==> src/logic/pe_ctrl_pkg.sv <==
package pe_ctrl_pkg;
  // Register indices on the plain register port
  localparam logic [2:0] ADDR_ASSIGN = 3'h0;
  localparam logic [2:0] ADDR_DATA = 3'h1;
  localparam logic [2:0] ADDR_DIR = 3'h2;
  localparam logic [2:0] ADDR_SLOW_DIV = 3'h3;
  localparam logic [2:0] ADDR_STATUS = 3'h4;
  // Fields of port_e_assign_reg
  localparam int BIT_BUS_DRIVE_CTRL_OFF = 7;
  localparam int BIT_CLOCKGEN_TEST_EN = 6;
  localparam int BIT_QUEUE_TRACK_OUT_EN = 5;
  localparam int BIT_LOW_STROBE_FUNC_EN = 4;
  localparam int BIT_READ_WRITE_FUNC_EN = 3;
  localparam int BIT_CALIB_OUT_EN = 2;
  localparam int BIT_INV_ECLOCK_SEL = 1;
  // Drive control starts off until the mode straps are known
  localparam logic [7:0] ASSIGN_RESET = 8'h80;
  localparam logic [7:0] DATA_RESET = 8'h00;
  localparam logic [7:0] DIR_RESET = 8'h00;
  localparam logic [7:0] SLOW_DIV_RESET = 8'h00;
  // E clock is built from four clock quarters
  localparam int CLK_PERIOD_NS = 100;
  localparam int E_PERIOD_NS = 400;
  localparam int E_QUARTERS = E_PERIOD_NS / CLK_PERIOD_NS;
  localparam logic [1:0] Q_LAST = 2'(E_QUARTERS - 1);
  localparam logic [1:0] Q_HIGH_FIRST = 2'(E_QUARTERS / 2);
  // Port E bit positions
  localparam int PIN_RW = 2;
  localparam int PIN_LOW_BYTE_STROBE_N = 3;
  localparam int PIN_BUS_E_CLOCK = 4;
  localparam int PIN_QLO = 5;
  localparam int PIN_QHI = 6;
  localparam int PIN_DBE = 7;
  typedef enum logic [3:0] {
    P7_GPIO = 4'h1,
    P7_DBE = 4'h2,
    P7_INV_E = 4'h4,
    P7_CAL = 4'h8
  } pe7_func_t;
endpackage

==> src/logic/port_e_bus_control_pin_mux.sv <==
`timescale 1ns/10ps
// Summary of operation
// - Read/write pin pulled-up input until enabled
// - Low strobe pin driven only when enabled or its direction bit is set
// - Strobe pin doubles as low tag input
// - Bits 6,5 carry time-multiplexed queue tracking
// - Bus drive enable low during E high
// - Stretched access: enable only final quarter
// - Drive enable on out of reset, expanded
// - Drive enable gates external bus reads
// - Bit 7 may output inverted E clock
// - Calibration output is 50% slow clock
// - Drive enable overrides calibration output
// - Clearing calib_out_en disables calibration output
// - Clock generator test clocks on bit 6
// - Test output needs queue tracking off
// - Reset pin bidirectional, driven by watchdog
// - Bit 4 outputs the bus E clock in expanded mode
// - After reset clocks follow crystal rate
// - Low strobe is XNOR of A0, size
module port_e_bus_control_pin_mux (
  input wire logic clk,
  input wire logic nrst,
  input wire logic [2:0] reg_addr,
  input wire logic [7:0] reg_wdata,
  input wire logic reg_wr,
  input wire logic reg_rd,
  output logic [7:0] reg_rdata,
  input wire logic mode_expanded_pin,
  input wire logic mode_special_pin,
  input wire logic ext_access,
  input wire logic [1:0] ext_stretch,
  input wire logic core_read,
  input wire logic core_addr0,
  input wire logic byte_size_n,
  input wire logic [1:0] queue_move,
  input wire logic [1:0] queue_exec,
  input wire logic clockgen_test_out,
  input wire logic watchdog_timeout,
  input wire logic clock_monitor_fail,
  input wire logic [7:0] port_e_in,
  output logic [7:0] port_e_out,
  output logic [7:0] port_e_oe,
  output logic [7:0] port_e_pullup,
  output logic low_tag_input,
  input wire logic reset_pin_in,
  output logic reset_pin_out,
  output logic reset_pin_oe,
  output logic pin_reset_n
);
  import pe_ctrl_pkg::*;

  logic [7:0] assign_r;
  logic [7:0] data_r;
  logic [7:0] dir_r;
  logic [7:0] slow_div_r;
  logic [7:0] slow_cnt_r;
  logic slow_divided_clock;
  logic [7:0] pin_s1_r;
  logic [7:0] pin_s2_r;
  logic [1:0] mode_s1_r;
  logic [1:0] mode_s2_r;
  logic rst_s1_r;
  logic rst_s2_r;
  logic init_r;
  logic expanded_r;
  logic special_r;
  logic [1:0] quarter_r;
  logic [1:0] stretch_left_r;
  logic stretch_act_r;
  logic bus_e_clock;
  logic bus_drive_enable_n;
  logic [7:0] pe_out_nxt;
  logic [7:0] pe_oe_nxt;
  pe7_func_t pe7_func;
  logic rw_en;
  logic low_byte_strobe_n_en;
  logic qt_en;
  logic cgm_en;
  logic e_high;

  // Mode straps and pins come from outside the clock domain
  always_ff @(posedge clk) begin
    pin_s1_r <= port_e_in;
    pin_s2_r <= pin_s1_r;
    mode_s1_r <= {mode_special_pin, mode_expanded_pin};
    mode_s2_r <= mode_s1_r;
    rst_s1_r <= reset_pin_in;
    rst_s2_r <= rst_s1_r;
  end

  // Straps caught in the first cycle after reset release
  always_ff @(posedge clk) begin
    if (!nrst) begin
      init_r <= 1'b1;
      expanded_r <= 1'b0;
      special_r <= 1'b0;
    end else if (init_r) begin
      init_r <= 1'b0;
      expanded_r <= mode_s2_r[0];
      special_r <= mode_s2_r[1];
    end
  end

  // Register writes
  always_ff @(posedge clk) begin
    if (!nrst) begin
      assign_r <= ASSIGN_RESET;
      data_r <= DATA_RESET;
      dir_r <= DIR_RESET;
      slow_div_r <= SLOW_DIV_RESET;
    end else begin
      if (init_r) begin
        assign_r[BIT_BUS_DRIVE_CTRL_OFF] <= ~mode_s2_r[0];
      end
      if (reg_wr) begin
        unique case (reg_addr)
          ADDR_ASSIGN: assign_r <= reg_wdata;
          ADDR_DATA: data_r <= reg_wdata;
          ADDR_DIR: dir_r <= reg_wdata;
          ADDR_SLOW_DIV: slow_div_r <= reg_wdata;
          default: ;
        endcase
      end
    end
  end

  // Read data stands only in the cycle after the strobe
  always_ff @(posedge clk) begin
    if (!nrst) begin
      reg_rdata <= 8'h00;
    end else if (reg_rd) begin
      unique case (reg_addr)
        ADDR_ASSIGN: reg_rdata <= assign_r;
        ADDR_DATA: reg_rdata <= data_r;
        ADDR_DIR: reg_rdata <= dir_r;
        ADDR_SLOW_DIV: reg_rdata <= slow_div_r;
        ADDR_STATUS: reg_rdata <= {5'h00, special_r, expanded_r, rst_s2_r};
        default: reg_rdata <= 8'h00;
      endcase
    end else begin
      reg_rdata <= 8'h00;
    end
  end

  // Slow divider: toggling keeps the duty at exactly half
  always_ff @(posedge clk) begin
    if (!nrst) begin
      slow_cnt_r <= 8'h00;
      slow_divided_clock <= 1'b0;
    end else if (slow_cnt_r >= slow_div_r) begin
      slow_cnt_r <= 8'h00;
      slow_divided_clock <= ~slow_divided_clock;
    end else begin
      slow_cnt_r <= slow_cnt_r + 8'h01;
    end
  end

  // E clock quarters; a stretch counts extra whole E cycles
  always_ff @(posedge clk) begin
    if (!nrst) begin
      quarter_r <= 2'h0;
      stretch_left_r <= 2'h0;
      stretch_act_r <= 1'b0;
    end else begin
      quarter_r <= quarter_r + 2'h1;
      if (quarter_r == Q_LAST) begin
        if (stretch_act_r && stretch_left_r != 2'h0) begin
          stretch_left_r <= stretch_left_r - 2'h1;
        end else if (ext_access && ext_stretch != 2'h0) begin
          stretch_act_r <= 1'b1;
          stretch_left_r <= ext_stretch;
        end else begin
          stretch_act_r <= 1'b0;
        end
      end
    end
  end

  assign e_high = quarter_r >= Q_HIGH_FIRST;
  assign bus_e_clock = e_high;

  // Stretched cycle opens the bus only in its last quarter
  always_comb begin
    if (stretch_act_r) begin
      bus_drive_enable_n = ~(quarter_r == Q_LAST &&
                             stretch_left_r == 2'h0);
    end else begin
      bus_drive_enable_n = ~e_high;
    end
  end

  assign rw_en = expanded_r && assign_r[BIT_READ_WRITE_FUNC_EN];
  assign low_byte_strobe_n_en = expanded_r && assign_r[BIT_LOW_STROBE_FUNC_EN];
  assign qt_en = expanded_r && assign_r[BIT_QUEUE_TRACK_OUT_EN];
  assign cgm_en = assign_r[BIT_CLOCKGEN_TEST_EN] &&
                  !assign_r[BIT_QUEUE_TRACK_OUT_EN];

  // Bit 7 priority: inverted E, drive enable, calibration, GPIO
  always_comb begin
    if (expanded_r && !assign_r[BIT_BUS_DRIVE_CTRL_OFF]) begin
      if (assign_r[BIT_INV_ECLOCK_SEL]) begin
        pe7_func = P7_INV_E;
      end else begin
        pe7_func = P7_DBE;
      end
    end else if (assign_r[BIT_CALIB_OUT_EN]) begin
      pe7_func = P7_CAL;
    end else begin
      pe7_func = P7_GPIO;
    end
  end

  always_comb begin
    pe_out_nxt = data_r;
    pe_oe_nxt = dir_r;
    unique case (pe7_func)
      P7_DBE: pe_out_nxt[PIN_DBE] = bus_drive_enable_n;
      P7_INV_E: pe_out_nxt[PIN_DBE] = ~bus_e_clock;
      P7_CAL: pe_out_nxt[PIN_DBE] = slow_divided_clock;
      default: pe_out_nxt[PIN_DBE] = data_r[PIN_DBE];
    endcase
    if (pe7_func != P7_GPIO) begin
      pe_oe_nxt[PIN_DBE] = 1'b1;
    end
    if (cgm_en) begin
      pe_out_nxt[PIN_QHI] = clockgen_test_out;
      pe_oe_nxt[PIN_QHI] = 1'b1;
    end else if (qt_en) begin
      pe_out_nxt[PIN_QHI] = e_high ? queue_exec[1] : queue_move[1];
      pe_oe_nxt[PIN_QHI] = 1'b1;
    end
    if (qt_en) begin
      pe_out_nxt[PIN_QLO] = e_high ? queue_exec[0] : queue_move[0];
      pe_oe_nxt[PIN_QLO] = 1'b1;
    end
    if (expanded_r) begin
      pe_out_nxt[PIN_BUS_E_CLOCK] = bus_e_clock;
      pe_oe_nxt[PIN_BUS_E_CLOCK] = 1'b1;
    end
    if (low_byte_strobe_n_en) begin
      pe_out_nxt[PIN_LOW_BYTE_STROBE_N] = ~(core_addr0 ^ byte_size_n);
      pe_oe_nxt[PIN_LOW_BYTE_STROBE_N] = 1'b1;
    end
    if (rw_en) begin
      pe_out_nxt[PIN_RW] = core_read;
      pe_oe_nxt[PIN_RW] = 1'b1;
    end
  end

  // Pins are registered so no decode glitch reaches the board
  always_ff @(posedge clk) begin
    if (!nrst) begin
      port_e_out <= 8'h00;
      port_e_oe <= 8'h00;
    end else begin
      port_e_out <= pe_out_nxt;
      port_e_oe <= pe_oe_nxt;
    end
  end

  // Undriven pins keep their pull-up, as after reset
  assign port_e_pullup = ~port_e_oe;

  // Tag sampled in special expanded mode as E falls
  always_ff @(posedge clk) begin
    if (!nrst) begin
      low_tag_input <= 1'b0;
    end else if (special_r && expanded_r && quarter_r == Q_LAST) begin
      low_tag_input <= pin_s2_r[PIN_LOW_BYTE_STROBE_N];
    end
  end

  // Reset pin pulled low on watchdog or clock monitor fault
  always_ff @(posedge clk) begin
    if (!nrst) begin
      reset_pin_oe <= 1'b0;
    end else begin
      reset_pin_oe <= watchdog_timeout || clock_monitor_fail;
    end
  end
  assign reset_pin_out = 1'b0;
  assign pin_reset_n = rst_s2_r;
endmodule // port_e_bus_control_pin_mux

==> config.mk <==
export PLATFORM = sky130hd
export DESIGN_NAME = port_e_bus_control_pin_mux
export DESIGN_NICKNAME = d
export VERILOG_FILES = /design/src/logic/pe_ctrl_pkg.sv /design/src/logic/port_e_bus_control_pin_mux.sv
export SDC_FILE = /design/constraint.sdc
export NUM_CORES = 1
export LEC_CHECK = 0
export BUFFER_PORTS_ARGS = -buffer_cell sky130_fd_sc_hd__buf_4
export CORE_ASPECT_RATIO = 2
export CORE_MARGIN = 10
export CORE_UTILIZATION = 48
export CTS_CLUSTER_DIAMETER = 200
export CTS_CLUSTER_SIZE = 24
export DETAILED_ROUTE_END_ITERATION = 8
export PLACE_DENSITY = 0.73
export SYNTH_ARGS = -nofsm -noshare
export SYNTH_HDL_FRONTEND = slang
export SYNTH_SLANG_ARGS = --single-unit
==> constraint.sdc <==
create_clock -name clk -period 1.5 [get_ports clk]
set_input_delay 0.225 -clock clk [delete_from_list [all_inputs] [get_ports clk]]
set_output_delay 0.225 -clock clk [all_outputs]
set_load 0.005 [all_outputs]
==> impl_results.html <==
<table>
<tr><th>Metric</th><th>Value</th></tr>
<tr><th colspan="2">Cells and area</th></tr>
<tr><td>Final core utilization</td><td>65.2%</td></tr>
<tr><td>Share of final-layout standard cells stronger than drive strength 1</td><td>28.7%</td></tr>
<tr><td>Final nets</td><td>511</td></tr>
<tr><td>Total area of multi-input combinational cells</td><td>1650 µm²</td></tr>
<tr><td>Filler cells</td><td>575</td></tr>
<tr><td>Number of cells in the finished layout apart from fillers</td><td>554</td></tr>
<tr><td>Post-route cell area</td><td>4520 µm²</td></tr>
<tr><td>Seq. cell area</td><td>1670 µm²</td></tr>
<tr><td>Count of inserted antenna diode cells</td><td>0</td></tr>
<tr><td>Synthesis-to-layout area growth</td><td>32.2%</td></tr>
<tr><th colspan="2">Placed design</th></tr>
<tr><td>Final weighted congestion in routability-driven placement</td><td>0.917</td></tr>
<tr><td>Buffers added on ports</td><td>66</td></tr>
<tr><td>Placement-stage cell area</td><td>4090 µm²</td></tr>
<tr><td>Placed instance count</td><td>534</td></tr>
<tr><td>DP Wirelength</td><td>6470 µm</td></tr>
<tr><th colspan="2">Clock tree</th></tr>
<tr><td>Worst-Skew Late Latency</td><td>340 ps</td></tr>
<tr><td>Clk sinks</td><td>83</td></tr>
<tr><td>Clock-pin slew on the worst setup and hold paths</td><td>60 ps</td></tr>
<tr><td>CTS H-tree lvls</td><td>3</td></tr>
<tr><td>TritonCTS Buffers</td><td>9</td></tr>
<tr><td>CTS root buffer</td><td>clkbuf_16</td></tr>
<tr><td>Worst-case clock buffer depth</td><td>2</td></tr>
<tr><td>CTS tree</td><td>built</td></tr>
<tr><th colspan="2">STA</th></tr>
<tr><td>Setup slack of the critical path after layout</td><td>-5.38 ps</td></tr>
<tr><td>Number of setup violations in the final report</td><td>1</td></tr>
<tr><td>Final Skew</td><td>3.57 ps</td></tr>
<tr><td>Final Hold Fails</td><td>0</td></tr>
<tr><td>Slew Limit Fails</td><td>0</td></tr>
<tr><td>Setup repair after global routing missed its margin</td><td>true</td></tr>
<tr><td>Final Cycle Share</td><td>100%</td></tr>
<tr><td>Highest attainable clock frequency</td><td>664 MHz</td></tr>
<tr><td>Worst-case hold slack</td><td>88.3 ps</td></tr>
<tr><td>Final Critical Period</td><td>1510 ps</td></tr>
<tr><th colspan="2">Global route</th></tr>
<tr><td>Maximum number of pins on one net before global-route repair</td><td>47</td></tr>
<tr><td>Total congestion overflow</td><td>0</td></tr>
<tr><td>Number of global-route vias before repair</td><td>2941</td></tr>
<tr><td>Initial antenna violation count</td><td>0</td></tr>
<tr><td>GRT Overall Usage</td><td>15.7%</td></tr>
<tr><td>First-pass GRT wire length</td><td>13700 µm</td></tr>
<tr><th colspan="2">Die</th></tr>
<tr><td>Standard-cell row count</td><td>43</td></tr>
<tr><td>Starting utilization of the core area</td><td>49.3%</td></tr>
<tr><td>Top-level port count</td><td>75</td></tr>
<tr><td>Die height</td><td>139 µm</td></tr>
<tr><td>Total Die Area</td><td>11100 µm²</td></tr>
<tr><td>Core area</td><td>6940 µm²</td></tr>
<tr><td>Die extent in x</td><td>79.7 µm</td></tr>
<tr><th colspan="2">Drt</th></tr>
<tr><td>Final routed DRC violation total</td><td>0</td></tr>
<tr><td>Total wirelength of the detailed-routed design</td><td>8470 µm</td></tr>
<tr><td>Routed wire per std cell</td><td>15.3 µm</td></tr>
<tr><td>Count of nets left with antenna violations after detail routing</td><td>0</td></tr>
<tr><td>Initial DRC Count</td><td>167</td></tr>
<tr><td>Via density</td><td>5.16</td></tr>
<tr><td>Total via count in the routed design</td><td>2859</td></tr>
<tr><td>Number of detailed-routing iterations run before antenna repair</td><td>6</td></tr>
<tr><th colspan="2">Setup path</th></tr>
<tr><td>Critical Path Start Type</td><td>flip-flop</td></tr>
<tr><td>Worst endpoint required time</td><td>1760 ps</td></tr>
<tr><td>Arrival time reported for the critical path endpoint</td><td>1770 ps</td></tr>
<tr><td>Setup Crit Path Kind</td><td>reg2reg</td></tr>
<tr><td>Maximum fanout along the worst path</td><td>8</td></tr>
<tr><td>CP endpoint kind</td><td>flip-flop</td></tr>
<tr><td>Largest stage delay on the critical path</td><td>330 ps</td></tr>
<tr><td>Cell with the biggest individual delay on the critical path</td><td>dfxtp_2</td></tr>
<tr><td>Cells along the critical path</td><td>inv_2, ha_4, or2b_4, a31oi_4, o2111ai_4, nor2_1</td></tr>
<tr><th colspan="2">Synthesis</th></tr>
<tr><td>Synth top area cells</td><td>dfxtp_1 (49%), nand2_1 (8.6%), a21oi_1 (6.3%), ha_1 (4.4%), mux4_2 (4.0%)</td></tr>
<tr><td>Number of synthesized flops with an enable pin</td><td>0</td></tr>
<tr><td>Synthesized area</td><td>3420 µm²</td></tr>
<tr><td>Commonest cells in the synthesized netlist</td><td>dfxtp_1 (83), nand2_1 (78), a21oi_1 (43), nor2_1 (29), inv_1 (21)</td></tr>
<tr><td>Post-Synthesis Net Count</td><td>428</td></tr>
<tr><td>Main synth FF type</td><td>dfxtp_1</td></tr>
<tr><td>Share of synthesized registers carrying an async set or reset</td><td>0%</td></tr>
<tr><td>Cell type with the highest aggregate area in the netlist</td><td>dfxtp_1</td></tr>
<tr><td>Register bit count reported by yosys</td><td>83</td></tr>
<tr><td>Syn Inst Count</td><td>377</td></tr>
<tr><td>Yosys synthesis warning count</td><td>0</td></tr>
<tr><td>Most common cell in the netlist</td><td>dfxtp_1</td></tr>
<tr><td>Average cell area after synthesis</td><td>9.07 µm²</td></tr>
<tr><td>Area fraction of the dominant cell type after synthesis</td><td>48.6%</td></tr>
<tr><td>Distinct cells, synth</td><td>44</td></tr>
<tr><td>Sequential fraction of the synthesis area</td><td>48.6%</td></tr>
<tr><th colspan="2">Run status</th></tr>
<tr><td>Status</td><td>finished, violations left</td></tr>
<tr><td>Failing checks</td><td>negative setup slack</td></tr>
<tr><th colspan="2">Power and ir drop</th></tr>
<tr><td>Design Power</td><td>5.06 mW</td></tr>
<tr><td>Worst IR drop on VDD</td><td>0.949 mV</td></tr>
<tr><td>Lkg Pwr</td><td>1.82 nW</td></tr>
<tr><td>Power density over the cells</td><td>1120 nW/µm²</td></tr>
<tr><th colspan="2">Run</th></tr>
<tr><td>Number of max-cap violations</td><td>0</td></tr>
<tr><th colspan="2">Min path</th></tr>
<tr><td>HP Class</td><td>in2reg</td></tr>
</table>
[critical path: cells and delay by family, from the launching register on]
| kind | cells | cell delay (ps) |
|---|---|---|
| AO/OA/AOI/OAI | 2 | 430 |
| flip-flops | 1 | 330 |
| AND/OR/NAND/NOR | 2 | 410 |
| adder cells (fa/ha/maj) | 1 | 220 |
| buffers and inverters | 1 | 40 |
[power breakdown]
group | total, mW | switching, mW | internal, mW | leakage, nW
logic | 0.412 | 0.205 | 0.208 | 0.990
clock network | 2.34 | 0.851 | 1.49 | 0.154
registers | 2.31 | 0.0423 | 2.27 | 0.679
total | 5.06 | 1.10 | 3.96 | 1.82
[registers in the layout, indices dropped and copies added, names as in the netlist, 2 cells and up]
| name | count |
|---|---|
| assign_r | 8 |
| data_r | 8 |
| dir_r | 8 |
| port_e_oe | 8 |
| port_e_out | 8 |
| reg_rdata | 8 |
| slow_cnt_r | 8 |
| slow_div_r | 8 |
| mode_s1_r | 2 |
| mode_s2_r | 2 |
| quarter_r | 2 |
| stretch_left_r | 2 |
[placed cells by master (no fill, tap or decap), types with 4 or more instances in the layout]
cell type      instances
clkbuf_16              9
a22oi_1                4
nor2_1                28
buf_4                 84
dfxtp_1               76
mux4_2                 6
inv_1                 19
xor2_1                 5
nor2b_1                7
ha_1                   8
dlygate4sd3_1          4
nand2b_1               4
dfxtp_2                7
nand2_1               78
nand3_1               10
o21ai_0                4
and2_1                 7
a21oi_1               43
mux2i_1                7
[path summary, 6_finish.rpt]
check	from	end	slack [ps]	cells after the start
worst max-delay path	slow_cnt_r[0]	slow_cnt_r[0]	-5	6
worst min-delay path	watchdog_timeout	reset_pin_oe	90	3
worst max register to register	slow_cnt_r[0]	slow_cnt_r[0]	-5	6
worst min register to register	mode_s1_r[1]	mode_s2_r[1]	330	0
[logic make-up after synthesis]
logic type      synth area share (%)
simple gates                    20.2
flops                           48.6
compound gates                  12.7
buf+inv                         5.27
mux                             6.99
fa+ha+maj                       4.39
xor+xnor                        1.79
other cells                    0.110
[area by class of cell]
cell class,count,area share (%)
Clock buffer,10,5.28
Sequential cell,83,36.9
Tap cell,90,2.49
Timing Repair Buffer,89,15.3
Inverter,22,1.83
Clock inverter,5,1.72
Multi-Input combinational cell,255,36.5
[repair_timing]
action | in CTS | in global routing
hold buffers | 4 | 0
hold endpoints to repair | 4 | 0
resized for setup | 10 | 8
setup endpoints to repair | 9 | 12
pin swaps | 12 | 11
buffers inserted | 1 | 0
[routing by layer]
layer | share of wire [%] | global-route usage (%)
met1 | 37 | 15.2
met2 | 54 | 27.7
met4 | 4.2 | 10.1
met5 | 0 | 0
met3 | 4.6 | 4.58
[stage by stage]
stage / setup TNS, ps / setup WS (ps)
finish: -5.38 / -5.38
global route: -585 / -78.3
CTS: -289 / -67.8
detailed placement: -796 / -97.2
global placement: -349 / -49.3
floorplan: 0 / 30.3
Power figures use the tool's default switching activity.
